<file path="src/rtl/rail_pkg.sv">
package rail_pkg;

	// ==========================================
	// clock and timing
	localparam int CLK_PERIOD_NS    = 8;
	localparam int SOFT_OFF_TIME_NS = 1000;
	localparam int SOFT_OFF_CYCLES_INT = (SOFT_OFF_TIME_NS + CLK_PERIOD_NS - 1) / CLK_PERIOD_NS;
	localparam int TIMER_WIDTH      = 8;
	localparam logic [TIMER_WIDTH-1:0] SOFT_OFF_CYCLES = TIMER_WIDTH'(SOFT_OFF_CYCLES_INT);

	// ==========================================
	// turn_on_policy fields
	localparam int POLICY_FAST_OFF_BIT  = 0;
	localparam int POLICY_POLARITY_BIT  = 1;
	localparam int POLICY_HONOR_PIN_BIT = 2;
	localparam int POLICY_HONOR_BUS_BIT = 3;
	localparam int POLICY_REQUIRE_BIT   = 4;

	localparam logic [7:0] POLICY_BOTH_SOFT = 8'h1E;
	localparam logic [7:0] POLICY_NEVER_ON  = 8'h12;
	localparam logic [7:0] POLICY_RESET     = POLICY_BOTH_SOFT;

	// ==========================================
	// rail_command_state codes
	localparam logic [7:0] CMD_IMMEDIATE_OFF = 8'h00;
	localparam logic [7:0] CMD_SOFT_OFF      = 8'h40;
	localparam logic [7:0] CMD_ON_NOMINAL    = 8'h80;
	localparam logic [7:0] CMD_MARGIN_LOW    = 8'h98;
	localparam logic [7:0] CMD_MARGIN_HIGH   = 8'hA8;
	localparam logic [7:0] COMMAND_RESET     = CMD_IMMEDIATE_OFF;

	// ==========================================
	// rail states, gray along off -> on -> ramp
	typedef enum logic [1:0] {
		RAIL_OFF  = 2'h0,
		RAIL_ON   = 2'h1,
		RAIL_RAMP = 2'h3
	} rail_state_t;

endpackage : rail_pkg

</file>
<file path="src/rtl/rail_on_off_control.sv">
`timescale 1ns/1ps
// How it works
// - with fast-off cleared, the control pin going inactive ramps the rail down in a controlled sequence.
// - with fast-off set, the control pin going inactive stops power delivery at once.
// - command codes 0x00 immediate off, 0x40 soft off, 0x80 nominal on, 0x98 margin low, 0xA8 margin high.
// - with require-condition set, the rail stays off until the pin and/or the command call for it.
// - with honor-bus set, turn-on also needs the command to select an on state.
// - with honor-pin set, turn-on also needs the control pin to be active.
// - pin polarity set makes a high pin active, cleared makes a low pin active.
// - policy 0x1E honors both pin and command, active high, with soft pin turn-off.
// - policy 0x12 never turns the rail on and the command has no effect.
module rail_on_off_control (
	input  wire logic       clk,
	input  wire logic       reset,
	input  wire logic       control_pin,
	input  wire logic       policy_write,
	input  wire logic [7:0] policy_data,
	input  wire logic       command_write,
	input  wire logic [7:0] command_data,
	output logic      [7:0] turn_on_policy,
	output logic      [7:0] rail_command_state,
	output logic            rail_drive,
	output logic            soft_off_active,
	output logic            margin_low,
	output logic            margin_high
);

	typedef struct packed {
		logic                  pin_meta;
		logic                  pin_sync;
		logic [7:0]            policy;
		logic [7:0]            command;
		rail_pkg::rail_state_t state;
		logic                  drive;
		logic                  ramp;
		logic                  low;
		logic                  high;
	} ctrl_state_t;

	ctrl_state_t s;
	ctrl_state_t next_s;

	logic require_cond;
	logic honor_bus;
	logic honor_pin;
	logic fast_off;
	logic pin_active;
	logic cmd_on;
	logic on_request;
	logic immediate_off;
	logic timer_start;
	logic timer_done;

	// ==========================================
	// policy decode
	always_comb begin
		require_cond = s.policy[rail_pkg::POLICY_REQUIRE_BIT];
		honor_bus    = s.policy[rail_pkg::POLICY_HONOR_BUS_BIT];
		honor_pin    = s.policy[rail_pkg::POLICY_HONOR_PIN_BIT];
		fast_off     = s.policy[rail_pkg::POLICY_FAST_OFF_BIT];
		pin_active   = s.policy[rail_pkg::POLICY_POLARITY_BIT] ? s.pin_sync : !s.pin_sync;
		cmd_on       = (s.command == rail_pkg::CMD_ON_NOMINAL) ||
		               (s.command == rail_pkg::CMD_MARGIN_LOW) ||
		               (s.command == rail_pkg::CMD_MARGIN_HIGH);
		// require with neither source honored can never be satisfied
		on_request   = !require_cond ||
		               ((honor_bus || honor_pin) &&
		                (!honor_bus || cmd_on) &&
		                (!honor_pin || pin_active));
		// unknown command codes are treated like immediate off
		immediate_off = (require_cond && honor_pin && !pin_active && fast_off) ||
		                (require_cond && honor_bus && !cmd_on &&
		                 (s.command != rail_pkg::CMD_SOFT_OFF));
	end

	// ==========================================
	// next state
	always_comb begin
		next_s          = s;
		timer_start     = 1'b0;
		next_s.pin_meta = control_pin;
		next_s.pin_sync = s.pin_meta;
		if (policy_write) begin
			next_s.policy = policy_data;
		end
		if (command_write) begin
			next_s.command = command_data;
		end
		case (s.state)
			rail_pkg::RAIL_OFF: begin
				if (on_request) begin
					next_s.state = rail_pkg::RAIL_ON;
				end
			end
			rail_pkg::RAIL_ON: begin
				if (!on_request) begin
					if (immediate_off) begin
						next_s.state = rail_pkg::RAIL_OFF;
					end else begin
						next_s.state = rail_pkg::RAIL_RAMP;
						timer_start  = 1'b1;
					end
				end
			end
			rail_pkg::RAIL_RAMP: begin
				// a renewed request aborts the ramp rather than finishing it
				if (on_request) begin
					next_s.state = rail_pkg::RAIL_ON;
				end else if (immediate_off || timer_done) begin
					next_s.state = rail_pkg::RAIL_OFF;
				end
			end
			default: begin
				next_s.state = rail_pkg::RAIL_OFF;
			end
		endcase
		next_s.drive = (next_s.state != rail_pkg::RAIL_OFF);
		next_s.ramp  = (next_s.state == rail_pkg::RAIL_RAMP);
		next_s.low   = (next_s.state == rail_pkg::RAIL_ON) && (s.command == rail_pkg::CMD_MARGIN_LOW);
		next_s.high  = (next_s.state == rail_pkg::RAIL_ON) && (s.command == rail_pkg::CMD_MARGIN_HIGH);
	end

	always_ff @(posedge clk) begin
		if (reset) begin
			s         <= '0;
			s.policy  <= rail_pkg::POLICY_RESET;
			s.command <= rail_pkg::COMMAND_RESET;
			s.state   <= rail_pkg::RAIL_OFF;
		end else begin
			s <= next_s;
		end
	end

	soft_off_timer u_timer (
		.clk   (clk),
		.reset (reset),
		.start (timer_start),
		.done  (timer_done)
	);

	assign turn_on_policy     = s.policy;
	assign rail_command_state = s.command;
	assign rail_drive         = s.drive;
	assign soft_off_active    = s.ramp;
	assign margin_low         = s.low;
	assign margin_high        = s.high;
endmodule : rail_on_off_control

</file>
<file path="src/rtl/soft_off_timer.sv">
`timescale 1ns/1ps
module soft_off_timer (
	input  wire logic clk,
	input  wire logic reset,
	input  wire logic start,
	output logic      done
);

	typedef struct packed {
		logic [rail_pkg::TIMER_WIDTH-1:0] count;
		logic                             done;
	} timer_state_t;

	timer_state_t s;
	timer_state_t next_s;

	always_comb begin
		next_s      = s;
		next_s.done = 1'b0;
		if (start) begin
			next_s.count = rail_pkg::SOFT_OFF_CYCLES;
		end else if (s.count != '0) begin
			next_s.count = s.count - 1'b1;
			next_s.done  = (s.count == rail_pkg::TIMER_WIDTH'(1));
		end
	end

	always_ff @(posedge clk) begin
		if (reset) begin
			s <= '0;
		end else begin
			s <= next_s;
		end
	end

	assign done = s.done;

endmodule : soft_off_timer

</file>
<file path="config.mk">
export PLATFORM = sky130hd
export DESIGN_NAME = rail_on_off_control
export DESIGN_NICKNAME = d
export VERILOG_FILES = /design/src/rtl/rail_pkg.sv /design/src/rtl/rail_on_off_control.sv /design/src/rtl/soft_off_timer.sv
export SDC_FILE = /design/constraint.sdc
export NUM_CORES = 1
export LEC_CHECK = 0
export BUFFER_PORTS_ARGS = -buffer_cell sky130_fd_sc_hd__buf_4
export CAP_MARGIN = 20
export CORE_UTILIZATION = 46
export CTS_CLUSTER_DIAMETER = 100
export DETAILED_ROUTE_END_ITERATION = 6
export PLACE_DENSITY = 0.74
export SYNTH_ARGS = -nofsm -noshare
export SYNTH_HDL_FRONTEND = slang
export SYNTH_SLANG_ARGS = --single-unit
</file>
<file path="constraint.sdc">
create_clock -name clk -period 1.7 [get_ports clk]
set_input_delay 0.17 -clock clk [delete_from_list [all_inputs] [get_ports clk]]
set_output_delay 0.17 -clock clk [all_outputs]
set_load 0.005 [all_outputs]
</file>
[Yosys cells after proc, flatten, opt, wreduce, memory -nomap -nowiden]
Index checks and enable logic that the tools add are counted.
Widths: inputs -> output; s select.
Storage, ports and cells
  logic and storage cells: 65
  output and inout port bits: 20
  register bits: 33
  bits of input ports: 21
Operators by class
  reduce and logical (&&, ||, !) cells: 30
  equality and inequality tests: 9
  $add $sub $neg: 1
  bitwise operators: 1
  mux-type cells: 12
Operators with widths (number)
  $eq 8x8->1 const B: 3
  $logic_and 1x1->1: 10
  $mux 2: 5
  $eq 8x1->1 const B: 1
  $logic_or 1x1->1: 8
  $mux 8: 1
  $ne 8x7->1 const B: 1
  $reduce_bool 8->1: 1
  $sub 8x1->8 const B: 1
  $mux 7: 1
  $logic_not 1->1: 6
  $pmux 2 s3: 1
  $eq 2x1->1 const B: 2
  $eq 2x2->1 const B: 2
  $mux 1: 4
  $reduce_bool 2->1: 2
  $reduce_or 3->1: 1
  $logic_not 2->1: 1
  $reduce_or 2->1: 1
  $not 1->1: 1

[Depth between registers and ports, before layout]
Gate-level depths: netlist of the first run.
  depth in word-level cells: 13
  gate-level depth with buffers: 7
  depth with buffers taken out: 7

[Modules after synthesis]
A second synthesis of the first run with hierarchy kept.
Second synthesis, totals
  cell total of the unflattened synthesis: 167
  area total of the unflattened synthesis: 1564.0 µm²
Modules (own cells, without submodules)
  rail_on_off_control: cells an instance 109, sequential area each 480.5 µm², area an instance 1068.5 µm², times used 1
  soft_off_timer: cells an instance 58, sequential area each 180.2 µm², area an instance 495.5 µm², times used 1

[Least setup slack after synthesis of the first run]
Ideal clock, no wire load.
  path type: register to register
  start: register s, in the netlist rail_command_state[3]
  end: register s, in the netlist margin_high
  setup slack: 0.001 ns
  arrival: 1.607 ns
  library setup time: 0.092 ns
  clock period less this slack: 1.699 ns
  path buffers: 0
  stages on the path, launching flop included: 7
  required time: 1.608 ns
  cell sequence: dfxtp_1 > nor3_1 > a211oi_1 > a211oi_2 > o21ai_1 > a211o_1 > nor4_1
On the way
  longest elaborated chain between the ends: 13
  elaborated cells between the ends (all ways): 23
  those cells by class: 5 x eq/ne; 6 x mux; 12 x reduce/logical
Ends and longest elaborated chain
  start, declared: RTL line rail_on_off_control.sv:40  | ctrl_state_t s;
  start signal, assigned: RTL line rail_on_off_control.sv:130  | s <= next_s;
  $eq 8x8->1 (on tied branches): RTL line rail_on_off_control.sv:62, rail_on_off_control.sv:63
  $logic_or 1x1->1: RTL line rail_on_off_control.sv:62  | cmd_on = (s.command == rail_pkg::CMD_ON_NOMINAL) ||
  $logic_or 1x1->1: RTL line rail_on_off_control.sv:63  | (s.command == rail_pkg::CMD_MARGIN_LOW) ||
  $logic_not 1->1: RTL line rail_on_off_control.sv:72  | (require_cond && honor_bus && !cmd_on &&
  $logic_and 1x1->1 (2 in series): RTL line rail_on_off_control.sv:72
  $logic_or 1x1->1: RTL line rail_on_off_control.sv:71  | immediate_off = (require_cond && honor_pin && !pin_active && fast_off) ||
  $logic_or 1x1->1: RTL line rail_on_off_control.sv:109  | end else if (immediate_off || timer_done) begin
  $mux 2: RTL line rail_on_off_control.sv:109
  $mux 2: RTL line rail_on_off_control.sv:107  | if (on_request) begin
  $pmux 2 s3: RTL line rail_on_off_control.sv:89  | case (s.state)
  $eq 2x1->1: RTL line rail_on_off_control.sv:120  | next_s.high = (next_s.state == rail_pkg::RAIL_ON) && (s.command == rail_pkg::CMD_MARGIN_HIGH);
  $logic_and 1x1->1 (*): RTL line rail_on_off_control.sv:120
Every way passes the cells marked *; elsewhere a longest branch is shown, timed or not.
A chain may end at the register's enable or synchronous reset.

[Worst setup path in the final report of the first run]
  start: register s, in the netlist rail_command_state[4]
  end: register s, in the netlist margin_low
On the way
  longest elaborated chain between the ends: 13
  elaborated cells between the ends (all ways): 23
  those cells by class: 5 x eq/ne; 6 x mux; 12 x reduce/logical
Ends and longest elaborated chain
  $eq 8x8->1 (on tied branches): RTL line rail_on_off_control.sv:62, rail_on_off_control.sv:63, rail_on_off_control.sv:119
  $logic_or 1x1->1: RTL line rail_on_off_control.sv:62
  $logic_or 1x1->1: RTL line rail_on_off_control.sv:63
  $logic_not 1->1: RTL line rail_on_off_control.sv:72
  $logic_and 1x1->1 (2 in series): RTL line rail_on_off_control.sv:72
  $logic_or 1x1->1: RTL line rail_on_off_control.sv:71
  $logic_or 1x1->1: RTL line rail_on_off_control.sv:109
  $mux 2: RTL line rail_on_off_control.sv:109
  $mux 2: RTL line rail_on_off_control.sv:107
  $pmux 2 s3: RTL line rail_on_off_control.sv:89
  $eq 2x1->1: RTL line rail_on_off_control.sv:119  | next_s.low = (next_s.state == rail_pkg::RAIL_ON) && (s.command == rail_pkg::CMD_MARGIN_LOW);
  $logic_and 1x1->1 (*): RTL line rail_on_off_control.sv:119
Marks and branches as above.

==> results of run 1 <==
==> critical path, stage by stage (launching register included) <==
cell	delay, ns
dfxtp_4	0.38
nor3_2	0.17
buf_4	0.15
o211ai_1	0.09
a31oi_1	0.24
nor2_1	0.06
a211o_1	0.34
nor4_2	0.18
==> worst paths after layout <==
path                                                    startpoint                             end  cells after the start
worst max-delay path            rail_command_state[4]$_SDFFE_PP0P_           margin_low$_SDFF_PP0_                      7
worst min-delay path                                policy_data[3]  turn_on_policy[3]$_SDFFE_PP1P_                      2
worst max register to register  rail_command_state[4]$_SDFFE_PP0P_           margin_low$_SDFF_PP0_                      7
worst min register to register               next_s[22]$_SDFF_PP0_                s[22]$_SDFF_PP0_                      1
==> cell families (layout without fill, tap and decap cells) <==
family	after synthesis	in the layout	synth area share
flops	33	33	0.443
buf+inv	27	61	0.108
simple gates	56	56	0.198
compound gates	26	26	0.111
fa+ha+maj	2	2	0.0168
mux	14	14	0.0939
xor+xnor	5	5	0.0293
==> power by group through the flow <==
stage                     clock network, uW  registers [uW]  logic [uW]
after floorplan                           0             967         500
after global placement                    0             979         622
after detailed placement                  0             985         652
final                                   389             976         677
after CTS                               403             970         660
after global routing                    426             990         763
==> registers in the layout, summed over array words and instances (netlist names) <==
signal and count:
rail_command_state 8, next_s 1, u_timer.done 1, turn_on_policy 8, margin_low 1, s 3
rail_drive 1, soft_off_active 1, margin_high 1, u_timer.s 8
==> area by class of cell <==
class | count | area share
clock inverters | 1 | 0.00265
inverters | 6 | 0.0119
multi-input cells | 103 | 0.385
well taps | 44 | 0.0291
clock buffers | 5 | 0.0199
flip-flops and latches | 33 | 0.355
repair buffers | 49 | 0.197
==> synthesized netlist by cell type, drive strengths merged <==
cell type	number	area, um^2
nor3	8	40.0
a21oi	11	55.1
nand3	3	15.0
nand4	2	12.5
or3	1	6.26
dfxtp	33	661
xnor2	2	17.5
nand2b	1	6.26
o211ai	1	7.51
nor2	17	63.8
nand3b	3	22.5
a31oi	2	12.5
nor4b	1	8.76
ha	2	25.0
nor2b	11	68.8
and2	1	6.26
and4b	1	10.0
inv	6	22.5
a211o	5	43.8
mux2i	14	140
nor4	2	12.5
o21ai	4	20.0
nand2	4	15.0
buf	17	124
nor3b	1	7.51
clkbuf	4	15.0
xor2	3	26.3
a211oi	3	27.5
==> metal layers <==
metal | wire length (um) | vias up
met5 | 0 | -
met4 | 54 | 0
met3 | 147 | 5
met2 | 1640 | 38
met1 | 1300 | 558
li1 | - | 615
==> metrics by stage <==
step | setup slack [ns] | util | hold slack, ns | area, um^2 | instances
5_1_grt | -0.140 | 0.614 | 0.0357 | 1890 | 241
3_5_place_dp | -0.0849 | 0.577 | 0.384 | 1780 | 235
3_3_place_gp | 0.0461 | 0.577 | 0.376 | 1780 | 235
2_1_floorplan | 0.000764 | - | 0.292 | 1490 | 163
4_1_cts | 0.0179 | 0.600 | 0.0339 | 1850 | 241
6_report | -0.00000555 | 0.614 | 0.0423 | 1890 | 241
==> timing repair <==
action	in CTS	in global routing
gates resized for setup	5	14
hold buffers	0	0
pin swaps	4	4
endpoints found under the setup margin	2	11
hold endpoints to repair	0	0
==> impl_results.md, run 1 <==
* Result of the run: finished, violations left
* Violations in the final reports: setup timing
* Antenna violations before repair at 0
* Number of sinks driven by the clock tree at 33
* Post-synthesis register bit count at 33
* Switching component of the power at 687 uW
* Initial standard-cell utilization of the core at 0.485
* Max-cap violation count at 0
* Htree depth at 2
* Met3 GRT Util at 0.0462
* Met1 usage at 0.224
* Max-slew violations at 0
* Instance count of the mapped netlist at 163
* Critical Setup Path Class: reg -> reg
* DRC viols at 0
* GP Congestion at 0.775
* Sequential Power Share at 0.478
* Area used by multi-input combinational logic at 727 um^2
* Hpwl dp at 2190 um
* Post-synthesis cell area at 1490 um^2
* Maximum clock path buffer count at 2
* Unrepaired setup endpoints after global routing: true
* Count of nets after finishing at 221
* Core region area at 3080 um^2
* Vias after detailed routing at 1216
* Data arrival time of the worst path at 1.94 ns
* Slew of the pin with the lowest slew margin at 0.359 ns
* Via count of the first global-routing pass at 1125
* Pin count of the biggest net entering global routing at 29
* Power share of the clock group at 0.190
* Slew Limit Headroom at 0.759
* First-pass GRT wire length at 5020 um
* Clock root cell: clkbuf_4
* Critical path peak fanout at 4
* # setup viols final at 1
* Synth Warn # at 0
* Total length of routed wires at 3150 um
* Total power density per cell area at 1080 nW/um^2
* Post-synth cell types at 31
* Pleak at 0.000842 uW
* Part of the cycle the worst path needs at 1.00
* Vert. Die Dim at 59.0 um
* Commonest cells after routing, fill and taps aside: buf_4 (48), dfxtp_1 (29), nor2_1 (17)
* Leading cell type in the layout, fill and taps excluded: buf_4
* Worst Setup End Kind: flop
* Clock insertion delay at the later pin of the skew report at 0.33 ns
* Area Growth Syn to Fin at 26.6%
* Clock-pin slew on the worst setup and hold paths at 0.09 ns
* Mean number of vias per cell at 5.05
* Critical path launch point type: flop
* Remaining global-route overflow at 0
* Number of primary I/O pins at 41
* Die area at 3480 um^2
* TritonCTS clock tree: done
* DR iter-0 viols at 45
* Shortest clock period the worst path allows after layout at 1.70 ns
* Final setup skew at 0.00669 ns
* Data required time of the critical path at 1.94 ns
* Most used routing layer in global routing: met2
* Worst-case register-to-register setup slack at -0.000006 ns
* Antenna viol nets, final at 0
* Post-route setup TNS at -0.00000555 ns
* ANT cells at 0
* Sum of internal, switching and leakage power at 2040 uW
* Register Area at 671 um^2
* Cell internal pwr at 1360 uW
* Layout cell share with drive strength beyond 1 at 0.360
* Peak VDD IR at 499 uV
* Post-Synthesis Net Count at 186
* Fraction of power spent switching nets at 0.336
* Overall Global Routing Usage at 0.197
* Number of rows in the core area at 20
* Comb power frac at 0.332
* IO buf count at 40
* Avg WL per Cell at 13.1 um
* Mean instance size in the synthesized netlist at 9.16 um^2
* Fin worst setup slack at -0.00000555 ns
* Setup Buffers After CTS at 0
* Hold Violations, Final at 0
* M2 GR Usage at 0.330
* Achievable frequency at 588 MHz
* Kind of path behind the tightest hold check: in -> reg
* Inserted Clock Buffers at 5
* Die width at 59.0 um
* Number of iterations in the first detailed-routing pass at 4
* Number of fillers in the final layout at 273
* Share of synthesized area occupied by flip-flops and latches at 0.443
Note: power is estimated with default switching activity, not from simulation.
==> run 2, diff against run 1 <==
--- a/config.mk
+++ b/config.mk
@@ -7,10 +7,11 @@
 export LEC_CHECK = 0
 export BUFFER_PORTS_ARGS = -buffer_cell sky130_fd_sc_hd__buf_4
 export CAP_MARGIN = 20
-export CORE_UTILIZATION = 46
+export CORE_UTILIZATION = 48
+export CTS_BUF_LIST = sky130_fd_sc_hd__clkbuf_2
 export CTS_CLUSTER_DIAMETER = 100
 export DETAILED_ROUTE_END_ITERATION = 6
-export PLACE_DENSITY = 0.74
+export PLACE_DENSITY = 0.77
 export SYNTH_ARGS = -nofsm -noshare
 export SYNTH_HDL_FRONTEND = slang
 export SYNTH_SLANG_ARGS = --single-unit
==> run 2 against run 1 <==
Against the previous run:
- the run ends with DRC left
- sequential share of layout area shrank 1.6 points
- worst hold slack got worse by 0.012 ns
- largest power group unchanged
- total power is 5.4% higher
- critical path type unchanged
- global-route usage up 0.49 points
- clock skew rose by 0.0048 ns
- combinational power rose by 18%
- register-to-register slack improved by 0.04 ns
==> impl_results.md, run 2 (synthesized netlist as in run 1, its figures left out) <==
* Result of the run: finished, violations left
* Violations in the final reports: DRC
* Initial standard-cell utilization of the core at 0.523
* Via count of the first global-routing pass at 1261
* Pleak at 0.000881 uW
* Vias after detailed routing at 1281
* Remaining global-route overflow at 0
* Pin count of the biggest net entering global routing at 29
* Data arrival time of the worst path at 1.98 ns
* GP Congestion at 0.749
* Fraction of power spent switching nets at 0.359
* Cell-by-cell listing of the critical path: nor3_2 -> buf_4 -> nand4_1 -> a31oi_1 -> nor2_1 -> a211o_1 -> buf_4 -> inv_1
* Data required time of the critical path at 2.02 ns
* Post-layout util at 0.694
* Commonest cells after routing, fill and taps aside: buf_4 (51), dfxtp_1 (28), nor2_1 (17)
* Layout cell share with drive strength beyond 1 at 0.403
* Die area at 3340 um^2
* Most common cell on crit path: buf_4
* Hpwl dp at 2150 um
* Clock-pin slew on the worst setup and hold paths at 0.16 ns
* DR iter-0 viols at 30
* Number of iterations in the first detailed-routing pass at 6
* Shortest clock period the worst path allows after layout at 1.66 ns
* Max-cap violation count at 0
* Number of sinks driven by the clock tree at 33
* Maximum clock path buffer count at 2
* Inserted Clock Buffers at 5
* Cells after DPL at 221
* Power share of the clock group at 0.167
* TritonCTS clock tree: done
* Final setup skew at 0.0115 ns
* Worst hold margin at 0.0306 ns
* Achievable frequency at 602 MHz
* Core region area at 2850 um^2
* Peak VDD IR at 765 uV
* Area Growth Syn to Fin at 32.6%
* Comb power frac at 0.372
* First-pass GRT wire length at 5060 um
* Total power density per cell area at 1090 nW/um^2
* IO buf count at 40
* Cell internal pwr at 1380 uW
* Switching component of the power at 774 uW
* Kind of path behind the tightest hold check: in -> reg
* Vert. Die Dim at 57.8 um
* Post-route setup TNS at 0 ns
* Number of rows in the core area at 19
* Die width at 57.8 um
* Overall Global Routing Usage at 0.202
* Total length of routed wires at 3230 um
* Critical Setup Path Class: reg -> reg
* Longest individual stage delay on the worst path at 0.36 ns
* Cell type of the slowest stage on the worst timing path: dfxtp_2
* Unrepaired setup endpoints after global routing: true
* Part of the cycle the worst path needs at 0.977
* Critical path peak fanout at 5
* Max-slew violations at 0
* Non-filler instance count after layout at 237
* Hold Violations, Final at 0
* Count of nets after finishing at 228
* Sequential Power Share at 0.461
* Antenna viol nets, final at 0
* Slew of the pin with the lowest slew margin at 0.289 ns
* DRC viols at 1
* Avg WL per Cell at 13.6 um
* Antenna violations before repair at 0
* Leading cell type in the layout, fill and taps excluded: buf_4
* Number of primary I/O pins at 41
* Sum of internal, switching and leakage power at 2150 uW
* Clock root cell: clkbuf_2
* Critical path launch point type: flop
* Slew Limit Headroom at 0.802
* Clock insertion delay at the later pin of the skew report at 0.37 ns
* Worst Setup End Kind: flop
* Htree depth at 2
* Mean number of vias per cell at 5.41
* # setup viols final at 0
* ANT cells at 0
[run 2: cell count changes in the layout (fill, tap and decap cells not counted), moves of 3 or more]
| cell | before | now |
|---|---|---|
| buf_4 | 48 | 51 |
| a21oi_1 | 11 | 7 |
| a21oi_2 | 0 | 4 |
| clkbuf_2 | 0 | 5 |
| clkbuf_4 | 5 | 0 |
| dlygate4sd3_1 | 0 | 5 |
[run 2: cell type report]
class	instances	area [um^2]
Inverter	6	22.5
Fill cell	213	873
Clock buffer	5	25.0
Tap cell	31	38.8
Multi-Input combinational cell	103	771
Timing Repair Buffer	56	433
Sequential cell	33	672
Clock inverter	3	17.5
[run 2: worst max-delay path, delay by kind of cell, from the launching register on]
kind	cells	cell delay [ns]
buffers and inverters	3	0.35
AO/OA/AOI/OAI	2	0.56
flip-flops	1	0.36
AND/OR/NAND/NOR	3	0.35
[run 2: power by group through the flow]
stage / clock network, uW / registers, uW / logic [uW]
final: 360 / 992 / 801
after detailed placement: 0 / 983 / 662
after global placement: 0 / 978 / 622
after floorplan: 0 / 967 / 500
after global routing: 410 / 1000 / 890
after CTS: 375 / 969 / 685
[run 2: path summary, 6_finish.rpt]
check | startpoint | to | slack, ns | cells after the start
max reg2reg | rail_command_state[0]$_SDFFE_PP0P_ | rail_drive$_SDFF_PP0_ | 0.04 | 8
min | policy_data[7] | turn_on_policy[7]$_SDFFE_PP0P_ | 0.03 | 3
max | rail_command_state[0]$_SDFFE_PP0P_ | rail_drive$_SDFF_PP0_ | 0.04 | 8
min reg2reg | next_s[22]$_SDFF_PP0_ | s[22]$_SDFF_PP0_ | 0.46 | 1
[run 2: what timing repair did]
| action | in CTS | in global routing |
|---|---|---|
| endpoints found under the hold margin | 5 | 0 |
| setup endpoints to repair | 5 | 15 |
| hold buffers | 5 | 0 |
| cloned | 0 | 0 |
| gates resized for setup | 7 | 22 |
| buffers inserted | 2 | 1 |
| pin swaps | 6 | 1 |
[run 2: metal layers]
layer / up-vias / routed length (um) / GRT usage
li1: 634 / - / -
met1: 597 / 1350 / 0.217
met2: 41 / 1660 / 0.357
met3: 9 / 138 / 0.0491
met4: 0 / 79 / 0.122
met5: - / 0 / 0
[run 2: per-stage QoR]
step | setup WS (ns) | area (um^2)
2_1_floorplan | 0.000764 | 1490
3_3_place_gp | 0.0540 | 1750
3_5_place_dp | -0.0741 | 1750
4_1_cts | -0.0210 | 1890
5_1_grt | -0.0999 | 1980
6_report | 0.0390 | 1980
==> run 3, diff against run 2 <==
==> constraint.sdc (replaced) <==
create_clock -name clk -period 1.7 [get_ports clk]
set_input_delay 0.17 -clock clk [delete_from_list [all_inputs] [get_ports clk]]
set_output_delay 0.17 -clock clk [all_outputs]
set_load 0.1 [all_outputs]
==> run 3 against run 2 <==
Against the previous run:
- the run ends with DRC, setup timing left
- first-iteration DRC count up 50%
- clock-buffer cell count unchanged
- total power increased by 16%
- worst hold slack got worse by 0.0087 ns
- fmax down 6.4%
- setup slack got worse by 0.11 ns
- clock power rose by 44%
- largest power group unchanged
==> impl_results.md, run 3 (synthesized netlist as in run 1, its figures left out) <==
* Result of the run: finished, violations left
* Violations in the final reports: DRC, setup timing
* Clock root cell: clkbuf_2
* Htree depth at 2
* Number of instances on the worst hold path at 3
* Die width at 57.8 um
* Inserted Clock Buffers at 5
* Unrepaired setup endpoints after global routing: true
* Hold Violations, Final at 0
* Final design area excluding fillers at 2080 um^2
* Clock insertion delay at the later pin of the skew report at 0.40 ns
* Cell-by-cell listing of the critical path: xnor2_1 -> mux2i_1 -> a211oi_2 -> nor2_1 -> a211o_1 -> nor4_1
* Max-cap violation count at 0
* Part of the cycle the worst path needs at 1.04
* Data required time of the critical path at 2.00 ns
* Shortest clock period the worst path allows after layout at 1.77 ns
* DR iter-0 viols at 45
* Commonest cells after routing, fill and taps aside: buf_4 (52), dfxtp_1 (25), nor2_1 (17)
* Layout cell share with drive strength beyond 1 at 0.395
* Area used by multi-input combinational logic at 749 um^2
* Total length of routed wires at 3550 um
* Peak VDD IR at 580 uV
* Number of iterations in the first detailed-routing pass at 6
* Achievable frequency at 564 MHz
* Launch point of the worst hold path: command_data[6]
* Critical R2R Launch: turn_on_policy[1]$_SDFFE_PP1P_
* First-pass GRT wire length at 5500 um
* Critical Setup Path Class: reg -> reg
* Non-filler instance count after layout at 246
* Vias after detailed routing at 1324
* Mean number of vias per cell at 5.38
* Sum of internal, switching and leakage power at 2490 uW
* IO buf count at 40
* Final setup skew at 0.0243 ns
* Post-layout util at 0.728
* Slew of the pin with the lowest slew margin at 0.364 ns
* Worst Setup End Kind: flop
* Number of fillers in the final layout at 217
* Critical path peak fanout at 3
* Slew Limit Headroom at 0.755
* Capturing point of the worst reg2reg path: margin_high$_SDFF_PP0_
* Vert. Die Dim at 57.8 um
* Leading cell type in the layout, fill and taps excluded: buf_4
* Register Area at 676 um^2
* Via count of the first global-routing pass at 1247
* Die area at 3340 um^2
* Initial standard-cell utilization of the core at 0.523
* Area Growth Syn to Fin at 39.1%
* Remaining global-route overflow at 0
* Cell type of the slowest stage on the worst timing path: dfxtp_2
* Cells after DPL at 222
* Number of rows in the core area at 19
* Data arrival time of the worst path at 2.07 ns
* TritonCTS clock tree: done
* Pin count of the biggest net entering global routing at 29
* Worst-case register-to-register setup slack at -0.07 ns
* Maximum clock path buffer count at 2
* GP Congestion at 0.762
* Worst hold margin at 0.0219 ns
* WHS Endpoint: rail_command_state[6]$_SDFFE_PP0P_
* Critical path launch point type: flop
* Max-slew violations at 0
* Longest individual stage delay on the worst path at 0.37 ns
* ANT cells at 0
* Avg WL per Cell at 14.4 um
* Clock-pin slew on the worst setup and hold paths at 0.18 ns
* Antenna viol nets, final at 0
* Pleak at 0.000930 uW
* Area after detailed placement at 1760 um^2
* Overall Global Routing Usage at 0.222
* Hpwl dp at 2350 um
* DRC viols at 1
* Fin worst setup slack at -0.0738 ns
* Count of nets after finishing at 237
* Antenna violations before repair at 0
* Cells on worst reg2reg path at 6
* Number of primary I/O pins at 41
* # setup viols final at 5
* Number of sinks driven by the clock tree at 33
* Total power density per cell area at 1200 nW/um^2
* Core region area at 2850 um^2
* Kind of path behind the tightest hold check: in -> reg
## run 3: changes by cell type in the layout (fill, tap and decap cells not counted), sizes merged
cell         previous run  this run
buf                    51        54
bufinv                  0         1
dlygate4sd3             5        11
clkinv                  2         1
## run 3: worst max-delay path by stage
stage                                            start                      to  depth (start not counted)
floorplan           rail_command_state[3]$_SDFFE_PP0P_  margin_high$_SDFF_PP0_                          6
global placement    rail_command_state[5]$_SDFFE_PP0P_  margin_high$_SDFF_PP0_                          6
detailed placement  rail_command_state[5]$_SDFFE_PP0P_   margin_low$_SDFF_PP0_                          6
CTS                 rail_command_state[4]$_SDFFE_PP0P_   margin_low$_SDFF_PP0_                          7
global route        rail_command_state[3]$_SDFFE_PP0P_  margin_high$_SDFF_PP0_                          8
finish                  turn_on_policy[1]$_SDFFE_PP1P_  margin_high$_SDFF_PP0_                          6
## run 3: worst max-delay path, delay by kind of cell (launching register included)
family	cells	cell delay, ns
multiplexers	1	0.19
AO/OA/AOI/OAI	2	0.63
AND/OR/NAND/NOR	2	0.25
XOR/XNOR	1	0.24
flip-flops	1	0.37
## run 3: area by class of cell
cell class | instances | share of cell area
clock buffers | 5 | 0.0121
clock inverters | 3 | 0.0199
inverters | 6 | 0.0108
multi-input cells | 103 | 0.361
flip-flops and latches | 33 | 0.325
well taps | 31 | 0.0187
repair buffers | 65 | 0.252
## run 3: per-layer routing
layer,share of wire,up-vias,GRT usage
met1,0.40,621,0.243
met5,0,-,0
li1,-,651,-
met2,0.53,43,0.399
met4,0.021,0,0.0748
met3,0.050,9,0.0804
## run 3: what timing repair did
action                                 CTS  global route
hold buffers                             9             2
setup endpoints to repair                9            12
endpoints found under the hold margin    9             2
resized for setup                        8            20
pin swaps                                4             8
setup buffers                            2             4
## run 3: report_power, final
group,internal [uW],total (uW),switching (uW)
Sequential,883,985,102
Combinational,406,985,579
Clock,244,519,275
Total,1530,2490,956
## run 3: per-stage QoR
step / TNS (ns) / setup WS, ns
after global routing: -0.928 / -0.178
after CTS: -0.0357 / -0.0357
after detailed placement: -0.126 / -0.0584
final: -0.220 / -0.0738
after floorplan: 0 / 0.000764
after global placement: 0 / 0.0539
